## config.mk

```make
export PLATFORM = sky130hd
export DESIGN_NAME = aec_availability
export DESIGN_NICKNAME = d
export VERILOG_FILES = /design/src/include/aec_pkg.sv /design/src/core/aec_availability.sv
export SDC_FILE = /design/constraint.sdc
export NUM_CORES = 1
export LEC_CHECK = 0
export BUFFER_PORTS_ARGS = -buffer_cell sky130_fd_sc_hd__buf_2
export CORE_MARGIN = 4
export CORE_UTILIZATION = 45
export CTS_CLUSTER_SIZE = 8
export DETAILED_ROUTE_END_ITERATION = 12
export PLACE_DENSITY = 0.86
export SETUP_SLACK_MARGIN = 0.2
export SYNTH_ARGS = -nofsm -noshare
export SYNTH_HDL_FRONTEND = slang
export SYNTH_SLANG_ARGS = --single-unit
```

## constraint.sdc

```tcl
create_clock -name sys_clk_in -period 2.2 [get_ports sys_clk_in]
set_input_delay 0 -clock sys_clk_in [delete_from_list [all_inputs] [get_ports sys_clk_in]]
set_output_delay 0 -clock sys_clk_in [all_outputs]
set_load 0.01 [all_outputs]
```

## src/include/aec_pkg.sv

```systemverilog
/*
 * Package of the availability error checking block: constants, field positions,
 * timing counts and the packed carriers shared by the design.
 * Assumes a 200 MHz firmware-step clock and synchronous inputs.
 */
package aec_pkg;

	localparam int CLK_PERIOD_PS = 5000;
	localparam int UAR_TIME_NS = 3000;
	localparam int UAR_MASTER_TIME_NS = 5000;
	localparam int DERAIL_TIME_NS = 200;
	localparam int UAR_CYCLES = (UAR_TIME_NS * 1000) / CLK_PERIOD_PS;
	localparam int UAR_MASTER_CYCLES = (UAR_MASTER_TIME_NS * 1000) / CLK_PERIOD_PS;
	localparam int DERAIL_CYCLES = (DERAIL_TIME_NS * 1000) / CLK_PERIOD_PS;
	localparam int TIMER_W = 11;

	localparam int CW_W = 96;
	localparam int CW_GROUPS = 3;
	localparam int CW_GROUP_W = 32;
	localparam int ADDR_W = 24;
	localparam int PAGE_BIT = 23;
	localparam int SYND_W = 24;

	localparam int SYN_IPAR = 0;
	localparam int SYN_DPAR = 1;
	localparam int SYN_IRED = 2;
	localparam int SYN_DRED = 3;
	localparam int SYN_TMO = 4;
	localparam int SYN_IUAR = 5;
	localparam int SYN_CS0 = 6;
	localparam int SYN_CS1 = 7;
	localparam int SYN_CS2 = 8;
	localparam int SYN_PGX = 9;

	typedef enum logic [1:0] {
		AEC_IDLE = 2'b00,
		AEC_STALL = 2'b01,
		AEC_FETCH = 2'b10
	} aec_derail_e;

	typedef struct packed {
		logic [1:0] par;
		logic red;
		logic unavail;
	} aec_ibuf_s;

	typedef struct packed {
		logic [1:0] par;
		logic red;
	} aec_dbuf_s;

	typedef struct packed {
		aec_ibuf_s [7:0] ibuf;
		aec_dbuf_s [1:0] dbuf;
		logic strobe_even_d;
		logic strobe_odd_d;
		logic addr_bit_d;
		logic page_cross_flag;
		logic ipar_latched;
		logic ired_latched;
		logic iuar_latched;
		logic collect_d;
		logic syndrome_clock;
		logic [SYND_W-1:0] syndrome_bits;
		logic [TIMER_W-1:0] uar_timer;
		logic uar_busy;
		logic uar_master;
		logic unavailable_timeout;
		aec_derail_e derail;
		logic [7:0] derail_count;
		logic derail_flop;
	} aec_state_s;

	typedef struct packed {
		logic [ADDR_W-1:0] addr;
		logic [15:0] out_data;
		logic [15:0] chnl_data;
		logic mem_write;
		logic cmd;
	} aec_bus_req_s;

	typedef struct packed {
		logic [2:0] addr_parity;
		logic [1:0] data_parity;
		logic cmd_parity;
	} aec_bus_par_s;

endpackage

```

## src/core/aec_availability.sv

```systemverilog
/*
 * Availability error checking: parity and uncorrectable checks on incoming
 * instruction and data words, unavailable-resource timeout, page-cross,
 * control word parity, outgoing parity generation, syndrome and derail.
 * Assumes the firmware sequencer drives step strobes synchronous to sys_clk_in.
 */
`timescale 1ns/10ps
module aec_availability #(
	parameter int UAR_COUNT = aec_pkg::UAR_CYCLES,
	parameter int UAR_MASTER_COUNT = aec_pkg::UAR_MASTER_CYCLES,
	parameter int DERAIL_COUNT = aec_pkg::DERAIL_CYCLES
) (
	input wire logic sys_clk_in,
	input wire logic rst_n_in,
	input wire logic prefetch_strobe_even_in,
	input wire logic prefetch_strobe_odd_in,
	input wire logic [1:0] mem_parity_in,
	input wire logic uncorrectable_indicator_in,
	input wire logic [1:0] take_pair_in,
	input wire logic take_low_in,
	input wire logic [7:0] instr_byte_in,
	input wire logic instr_sample_in,
	input wire logic instr_error_block_in,
	input wire logic error_inhibit_in,
	input wire logic [1:0] inr_load_in,
	input wire logic [1:0] inr_drive_in,
	input wire logic [15:0] result_bus_in,
	input wire logic mid_cycle_in,
	input wire logic step_start_in,
	input wire logic ref_start_in,
	input wire logic ref_read_in,
	input wire logic ref_done_in,
	input wire logic channel_zero_in,
	input wire logic [aec_pkg::ADDR_W-1:0] instr_addr_in,
	input wire logic instr_addr_low_load_in,
	input wire logic instr_remove_in,
	input wire logic long_procedure_mode_in,
	input wire logic [aec_pkg::CW_W-1:0] control_word_in,
	input wire aec_pkg::aec_bus_req_s bus_req_in,
	input wire logic bus_start_in,
	input wire logic command_parity_enable_in,
	input wire logic online_flag_in,
	input wire logic force_error_flag_in,
	input wire logic error_trap_disable_in,
	input wire logic load_syndrome_cmd_in,
	input wire logic test_condition_in,
	output aec_pkg::aec_bus_par_s bus_par_out,
	output logic general_error_collector_out,
	output logic syndrome_clock_out,
	output logic [aec_pkg::SYND_W-1:0] syndrome_bits_out,
	output logic data_parity_error_out,
	output logic unavailable_timeout_out,
	output logic page_cross_flag_out,
	output logic derail_flop_out,
	output logic clock_stall_out,
	output logic next_addr_clear_out,
	output logic else_bank_enable_out
);

	function automatic logic odd_par(input logic [7:0] v);
		odd_par = ~(^v);
	endfunction

	aec_pkg::aec_state_s st;
	aec_pkg::aec_state_s next_st;

	logic [2:0] isel;
	aec_pkg::aec_ibuf_s icur;
	aec_pkg::aec_dbuf_s dcur;
	logic dsel;
	logic ipar_bad;
	logic dpar_err;
	logic dred_err;
	logic [2:0] cw_err;
	logic collect;
	logic force_even;
	logic [15:0] par_src;
	logic [aec_pkg::SYND_W-1:0] sources;
	logic hit;
	logic [7:0] clear_run;
	// Local copy of the timer width so that the compare value can be cut to it.
	localparam int TW = aec_pkg::TIMER_W;

	always_comb begin
		isel = {take_pair_in, take_low_in};
		icur = st.ibuf[isel];
		dsel = inr_drive_in[1];
		dcur = st.dbuf[dsel];
		ipar_bad = instr_sample_in & ((^instr_byte_in) == icur.par[take_low_in]);
		dpar_err = (|inr_drive_in) & ~error_inhibit_in
			& ((^result_bus_in[15:8] == dcur.par[1]) | (^result_bus_in[7:0] == dcur.par[0]));
		dred_err = (|inr_drive_in) & dcur.red & ~error_inhibit_in;
		for (int g = 0; g < aec_pkg::CW_GROUPS; g++) begin
			cw_err[g] = ~(^control_word_in[g*aec_pkg::CW_GROUP_W +: aec_pkg::CW_GROUP_W]);
		end
		sources = '0;
		sources[aec_pkg::SYN_IPAR] = st.ipar_latched & ~instr_error_block_in;
		sources[aec_pkg::SYN_DPAR] = dpar_err;
		sources[aec_pkg::SYN_IRED] = st.ired_latched & ~error_inhibit_in;
		sources[aec_pkg::SYN_DRED] = dred_err;
		sources[aec_pkg::SYN_TMO] = st.unavailable_timeout;
		sources[aec_pkg::SYN_IUAR] = st.iuar_latched;
		sources[aec_pkg::SYN_CS2:aec_pkg::SYN_CS0] = cw_err;
		sources[aec_pkg::SYN_PGX] = st.page_cross_flag;
		collect = (|sources[aec_pkg::SYN_CS2:0]) | load_syndrome_cmd_in;
	end

	always_comb begin
		force_even = ~online_flag_in & force_error_flag_in;
		par_src = bus_req_in.mem_write ? bus_req_in.out_data : bus_req_in.chnl_data;
		bus_par_out = '0;
		if (bus_start_in) begin
			bus_par_out.data_parity[0] = odd_par(par_src[7:0])
				^ (force_even & bus_req_in.mem_write);
			bus_par_out.data_parity[1] = odd_par(par_src[15:8])
				^ (force_even & bus_req_in.mem_write);
			bus_par_out.addr_parity[0] = odd_par(bus_req_in.addr[7:0]);
			bus_par_out.addr_parity[1] = odd_par(bus_req_in.addr[15:8]);
			bus_par_out.addr_parity[2] = odd_par(bus_req_in.addr[23:16]) ^ force_even;
			bus_par_out.cmd_parity = command_parity_enable_in & ~bus_req_in.cmd;
		end
	end

	always_comb begin
		next_st = st;
		hit = 1'b0;
		next_st.strobe_even_d = prefetch_strobe_even_in;
		next_st.strobe_odd_d = prefetch_strobe_odd_in;
		next_st.addr_bit_d = instr_addr_in[aec_pkg::PAGE_BIT];
		// Each strobe edge fills one buffer pair; the pair index follows the documented order.
		for (int p = 0; p < 4; p++) begin
			hit = 1'b0;
			case (p)
				0: hit = prefetch_strobe_odd_in & ~st.strobe_odd_d;
				1: hit = prefetch_strobe_even_in & ~st.strobe_even_d;
				2: hit = ~prefetch_strobe_odd_in & st.strobe_odd_d;
				3: hit = ~prefetch_strobe_even_in & st.strobe_even_d;
				default: hit = 1'b0;
			endcase
			if (hit) begin
				for (int b = 0; b < 2; b++) begin
					next_st.ibuf[p*2+b].par = mem_parity_in;
					next_st.ibuf[p*2+b].red = uncorrectable_indicator_in;
					next_st.ibuf[p*2+b].unavail = st.page_cross_flag;
				end
				next_st.page_cross_flag = 1'b0;
			end
		end
		for (int r = 0; r < 2; r++) begin
			if (inr_load_in[r]) begin
				next_st.dbuf[r].par = mem_parity_in;
				next_st.dbuf[r].red = uncorrectable_indicator_in;
			end
		end
		if (st.addr_bit_d & ~instr_addr_in[aec_pkg::PAGE_BIT] & ~instr_addr_low_load_in) begin
			next_st.page_cross_flag = 1'b1;
		end
		if (mid_cycle_in) begin
			next_st.ipar_latched = ipar_bad;
			next_st.ired_latched = instr_sample_in & icur.red;
			next_st.iuar_latched = instr_remove_in & icur.unavail & ~long_procedure_mode_in;
		end
		// The timer restarts on every reference start; a completion cancels it.
		next_st.unavailable_timeout = 1'b0;
		if (ref_start_in) begin
			next_st.uar_busy = 1'b1;
			next_st.uar_master = channel_zero_in & ref_read_in;
			next_st.uar_timer = '0;
		end else if (ref_done_in) begin
			next_st.uar_busy = 1'b0;
		end else if (st.uar_busy) begin
			next_st.uar_timer = st.uar_timer + 1'b1;
			if (st.uar_timer == TW'(st.uar_master ? UAR_MASTER_COUNT - 1 : UAR_COUNT - 1)) begin
				next_st.unavailable_timeout = 1'b1;
				next_st.uar_busy = 1'b0;
			end
		end
		if (collect) begin
			next_st.collect_d = 1'b1;
		end else if (step_start_in) begin
			next_st.collect_d = 1'b0;
		end
		next_st.syndrome_clock = 1'b0;
		if (st.collect_d & step_start_in) begin
			next_st.syndrome_clock = 1'b1;
			next_st.syndrome_bits = sources;
		end
		// The stall covers the clear phase and one fetch cycle of the zero address.
		case (st.derail)
			aec_pkg::AEC_IDLE: begin
				if (st.syndrome_clock & ~error_trap_disable_in) begin
					next_st.derail_flop = 1'b1;
					next_st.derail = aec_pkg::AEC_STALL;
					next_st.derail_count = '0;
				end
			end
			aec_pkg::AEC_STALL: begin
				next_st.derail_count = st.derail_count + 1'b1;
				if (st.derail_count == 8'(DERAIL_COUNT - 1)) begin
					next_st.derail = aec_pkg::AEC_FETCH;
				end
			end
			aec_pkg::AEC_FETCH: begin
				next_st.derail = aec_pkg::AEC_IDLE;
				next_st.derail_flop = 1'b0;
			end
			default: next_st.derail = aec_pkg::AEC_IDLE;
		endcase
	end

	always_ff @(posedge sys_clk_in or negedge rst_n_in) begin
		if (!rst_n_in) begin
			st <= '0;
		end else begin
			st <= next_st;
		end
	end

	assign general_error_collector_out = collect;
	assign syndrome_clock_out = st.syndrome_clock;
	assign syndrome_bits_out = st.syndrome_bits;
	assign data_parity_error_out = dpar_err;
	assign unavailable_timeout_out = st.unavailable_timeout;
	assign page_cross_flag_out = st.page_cross_flag;
	assign derail_flop_out = st.derail_flop;
	assign clock_stall_out = st.derail != aec_pkg::AEC_IDLE;
	assign next_addr_clear_out = st.derail == aec_pkg::AEC_STALL;
	assign else_bank_enable_out = ~test_condition_in | (st.derail != aec_pkg::AEC_IDLE);

	// Checker-only count of consecutive cycles with the next-address clear up.
	always_ff @(posedge sys_clk_in or negedge rst_n_in) begin
		if (!rst_n_in) begin
			clear_run <= 8'h00;
		end else begin
			clear_run <= next_addr_clear_out ? clear_run + 8'h01 : 8'h00;
		end
	end

	a_derail_length: assert property (@(posedge sys_clk_in) disable iff (!rst_n_in)
		$fell(next_addr_clear_out) |-> clear_run == 8'(DERAIL_COUNT))
		else $error("Next-address clear width wrong.");
	a_trap_block: assert property (@(posedge sys_clk_in) disable iff (!rst_n_in)
		syndrome_clock_out && error_trap_disable_in && !derail_flop_out |=> !derail_flop_out)
		else $error("Derail set while trap disabled.");
	a_syndrome_hold: assert property (@(posedge sys_clk_in) disable iff (!rst_n_in)
		!syndrome_clock_out |-> $stable(syndrome_bits_out))
		else $error("Syndrome changed without clock.");
	a_synd_clock: assert property (@(posedge sys_clk_in) disable iff (!rst_n_in)
		$past(collect) && step_start_in |=> syndrome_clock_out)
		else $error("Syndrome clock missing.");
	a_else_bank: assert property (@(posedge sys_clk_in) disable iff (!rst_n_in)
		!test_condition_in |-> else_bank_enable_out)
		else $error("Else bank not enabled.");
	a_cmd_parity: assert property (@(posedge sys_clk_in) disable iff (!rst_n_in)
		!command_parity_enable_in |-> !bus_par_out.cmd_parity)
		else $error("Command parity while disabled.");
	a_odd_addr: assert property (@(posedge sys_clk_in) disable iff (!rst_n_in)
		bus_start_in |-> (^{bus_par_out.addr_parity[0], bus_req_in.addr[7:0]}))
		else $error("Address parity not odd.");
	a_page_cross: assert property (@(posedge sys_clk_in) disable iff (!rst_n_in)
		$fell(instr_addr_in[23]) && !instr_addr_low_load_in |=> page_cross_flag_out)
		else $error("Page-cross flag not armed.");
	a_timeout_gap: assert property (@(posedge sys_clk_in) disable iff (!rst_n_in)
		ref_start_in |=> !unavailable_timeout_out [*8])
		else $error("Timeout too early.");
	// Further checks on the error paths and the outgoing parity.
	a_ld_collect: assert property (@(posedge sys_clk_in) disable iff (!rst_n_in)
		load_syndrome_cmd_in |-> general_error_collector_out)
		else $error("Load-syndrome did not fire the collector.");
	a_cw_collect: assert property (@(posedge sys_clk_in) disable iff (!rst_n_in)
		!(^control_word_in[31:0]) || !(^control_word_in[63:32]) || !(^control_word_in[95:64])
		|-> general_error_collector_out)
		else $error("Control word parity error not collected.");
	a_data_inhibit: assert property (@(posedge sys_clk_in) disable iff (!rst_n_in)
		error_inhibit_in |-> !data_parity_error_out)
		else $error("Data parity error while inhibited.");
	a_tmo_pulse: assert property (@(posedge sys_clk_in) disable iff (!rst_n_in)
		unavailable_timeout_out |=> !unavailable_timeout_out)
		else $error("Timeout longer than one cycle.");
	a_tmo_collect: assert property (@(posedge sys_clk_in) disable iff (!rst_n_in)
		unavailable_timeout_out |-> general_error_collector_out)
		else $error("Timeout not collected.");
	a_derail_start: assert property (@(posedge sys_clk_in) disable iff (!rst_n_in)
		syndrome_clock_out && !error_trap_disable_in && !clock_stall_out |=> derail_flop_out)
		else $error("Derail flop not set.");
	a_derail_stall: assert property (@(posedge sys_clk_in) disable iff (!rst_n_in)
		derail_flop_out |-> clock_stall_out)
		else $error("Derail without clock stall.");
	a_clear_stall: assert property (@(posedge sys_clk_in) disable iff (!rst_n_in)
		next_addr_clear_out |-> clock_stall_out)
		else $error("Next-address clear without clock stall.");
	a_stall_else: assert property (@(posedge sys_clk_in) disable iff (!rst_n_in)
		clock_stall_out |-> else_bank_enable_out)
		else $error("Else bank not forced during derail.");
	a_synd_step: assert property (@(posedge sys_clk_in) disable iff (!rst_n_in)
		syndrome_clock_out |-> $past(step_start_in))
		else $error("Syndrome clock without step start.");
	a_bus_idle: assert property (@(posedge sys_clk_in) disable iff (!rst_n_in)
		!bus_start_in |-> bus_par_out == '0)
		else $error("Parity lines driven outside a transaction.");
	a_odd_data: assert property (@(posedge sys_clk_in) disable iff (!rst_n_in)
		bus_start_in && online_flag_in && bus_req_in.mem_write
		|-> ^{bus_par_out.data_parity[0], bus_req_in.out_data[7:0]})
		else $error("Data parity not odd while on-line.");

endmodule

```

==> results.sh <==
export IMPL_outcome="finished clean"
export IMPL_multi_input_area_um2=2800
export IMPL_ant_nets=0
export IMPL_drive_gt1_frac=0.419
export IMPL_grt_usage=0.199
export IMPL_syn_to_final_growth_pct=34.8
export IMPL_p_leak_nw=2.93
export IMPL_hpwl_um=10200
export IMPL_critPathRequiredTime_ns=2.20
export IMPL_async_flop_share=1.00
export IMPL_rsz0062_at_grt="true"
export IMPL_ff_latch_area_um2=1650
export IMPL_htreeDepth=3
export IMPL_die_x_um=109
export IMPL_synth_edf_count=0
export IMPL_grt_pass1_wl_um=18500
export IMPL_drc=0
export IMPL_cap_violations=0
export IMPL_ys_ff_latch=66
export IMPL_synth_area_top_cells="dfrtp_1, xnor2_1, mux2_2"
export IMPL_cp_cell_sequence="mux2i_1 -> xnor3_1 -> xnor2_2 -> a211oi_2 -> buf_4 -> nor2_4 -> nand4_1 -> buf_2"
export IMPL_end_kind="output pin"
export IMPL_worstPathMaxFanout=2
export IMPL_postPlaceCellArea_um2=5830
export IMPL_syn_avg_cell_area_um2=10.3
export IMPL_avgViaCountPerCell=4.77
export IMPL_wl_um=12200
export IMPL_grt_overflow=0
export IMPL_crit_arrival_ns=2.02
export IMPL_r2r_end="st[50]"
export IMPL_start_util=0.467
export IMPL_start_kind="flip-flop"
export IMPL_power_density_nw_per_um2=664
export IMPL_finalHoldViolations=0
export IMPL_synthCells=447
export IMPL_globalplace_congestion=0.799
export IMPL_peakVddDrop_mv=0.352
export IMPL_grt_max_degree=39
export IMPL_worstSetupEndpoint="general_error_collector_out"
export IMPL_die_area_um2=11900
export IMPL_wl_per_cell_um=14.5
export IMPL_clock_path_buffers=2
export IMPL_path_clk_slew_ns=0.07
export IMPL_worstMarginPinSlew_ns=0.678
export IMPL_reg2reg_setup_slack_ns=0.34
export IMPL_finalSetupViolCount=0
export IMPL_synth_seq_area_share=0.358
export IMPL_rows=36
export IMPL_slew_viol_final=0
export IMPL_synth_most_common_cell="xnor2_1"
export IMPL_rr_worst_depth=8
export IMPL_io_pins=274
export IMPL_cts_buffers=9
export IMPL_ys_flop_type="dfrtp_1"
export IMPL_via_count=3993
export IMPL_syn_area_um2=4610
export IMPL_yosys_warnings=0
export IMPL_antenna_found_initial=0
export IMPL_root_buffer="clkbuf_8"
export IMPL_place_ws_ns=0.478
export IMPL_r2r_start="st[62]"
export IMPL_core_um2=9860
export IMPL_drt_iter0_markers=107
export IMPL_slew_headroom=0.548
export IMPL_synth_largest_area_cell="dfrtp_1"
export IMPL_n_fill_cell=792
export IMPL_min_path_type="primary input to flip-flop"
export IMPL_diodes=0
export IMPL_synth_top_area_frac=0.358
export IMPL_critPathKind="flip-flop to output pin"
export IMPL_post_route_period_util=0.917
export IMPL_setup_ws_ns=0.183
export IMPL_first_pass_iters=4
export IMPL_finClkSkew_ns=0.00934
export IMPL_fin_area_um2=6210
export IMPL_clk_latency_ns=0.34
export IMPL_critPathMaxStageDelay_ns=0.38
export IMPL_cts_tree="yes"
export IMPL_setup_tns_ns=0
export IMPL_power_w=0.00413
export IMPL_cp_startpoint="st[62]"
export IMPL_fin_nets=937
export IMPL_clock_sinks=66
export IMPL_netlist_cell_type_count=37
export IMPL_die_h_um=109
export IMPL_grt_pass1_vias=4160
export IMPL_slowest_stage="dfrtp_1"
export IMPL_fin_crit_ns=2.02
export IMPL_max_freq_ghz=0.496
export IMPL_portBuffers=236
export IMPL_ys_top_cells_by_count="xnor2_1, dfrtp_1, nor2_1, xor2_1, mux2_2"
export IMPL_utilization=0.630
==> timing repair <==
item                                    in CTS  in global routing
endpoints found under the setup margin       1                  2
gates cloned                                 0                  0
pin swaps                                    2                  3
endpoints found under the hold margin       57                  0
hold buffers                                17                  0
setup buffers                                2                  0
resized for setup                            3                  2
==> cells in the final DEF, fill, tap and decap left out, types with 2 or more instances in the layout <==
cell and instances:
a21oi_1 7, and2_1 5, buf_2 235, buf_4 2
clkbuf_8 11, clkinv_2 3, conb_1 14, dfrtp_1 66
dlygate4sd3_1 17, ha_1 2, inv_1 7, mux2_2 27
mux2i_1 7, mux4_2 4, nand2_1 22, nand2b_1 3
nand3_1 11, nand4_1 7, nor2_1 33, nor2b_1 7
nor3_1 4, o21ai_0 13, o21ai_1 4, or3_1 3
xnor2_1 134, xnor2_2 5, xor2_1 34
==> how the worst min path moves through the flow <==
stage                           start  depth (start not counted)  slack, ns               to
2_1_floorplan                rst_n_in                          0      -0.30  derail_flop_out
3_3_place_gp                 rst_n_in                          1       0.04           st[63]
3_5_place_dp                 rst_n_in                          1       0.07           st[63]
4_1_cts                   ref_done_in                          4      0.004           st[15]
5_1_grt        long_procedure_mode_in                          3       0.01       sources[5]
6_report       long_procedure_mode_in                          3      0.008       sources[5]
==> per-stage QoR <==
stage	hold WS [ns]	instances
2_1_floorplan	-0.296	460
3_3_place_gp	0.0434	803
3_5_place_dp	0.0680	803
4_1_cts	0.00418	837
5_1_grt	0.0106	837
6_report	0.00760	837
==> routing by layer <==
metal  GRT usage  up-vias  share of wire
met3      0.0426       25          0.072
li1            -     1934              -
met4      0.0846        0          0.032
met5           0        -              0
met1       0.197     1859           0.33
met2       0.393      175           0.56
==> flip-flops by register name, indices dropped and copies added, names as in the netlist <==
| register | flops |
|---|---|
| sources | 1 |
| unavailable_timeout_out | 1 |
| syndrome_bits_out | 10 |
| syndrome_clock_out | 1 |
| st | 51 |
| derail_flop_out | 1 |
| page_cross_flag_out | 1 |
==> final cells by class <==
class	count	area share
clock buffer	12	0.0250
clock inverter	3	0.00242
inverter	8	0.00483
sequential	66	0.266
multi-input combinational	359	0.451
timing repair buffer	256	0.224
tap	133	0.0268
==> kinds of logic after synthesis <==
| family | share of synthesized area |
|---|---|
| XOR/XNOR | 0.345 |
| AND/OR/NAND/NOR | 0.106 |
| flip-flops | 0.358 |
| multiplexers | 0.104 |
| buffers and inverters | 0.0483 |
| AO/OA/AOI/OAI | 0.0323 |
| adder cells (fa/ha/maj) | 0.00543 |
| other | 0.000813 |
==> worst max-delay path: cells and delay by family (launching register included) <==
kind                      cells  cell delay [ns]
muxes                         1             0.18
buffers and inverters         2             0.33
xor gates and xnor gates      2             0.43
DFF                           1             0.38
and+or+nand+nor               2             0.15
AOI/OAI and AO/OA             1             0.23
==> power by group <==
group	switching, W	total (W)	internal, W
combinational	0.000831	0.00173	0.000904
clock	0.000432	0.000890	0.000459
sequential	0.000118	0.00150	0.00139
total	0.00138	0.00413	0.00275
Power figures use the tool's default switching activity.
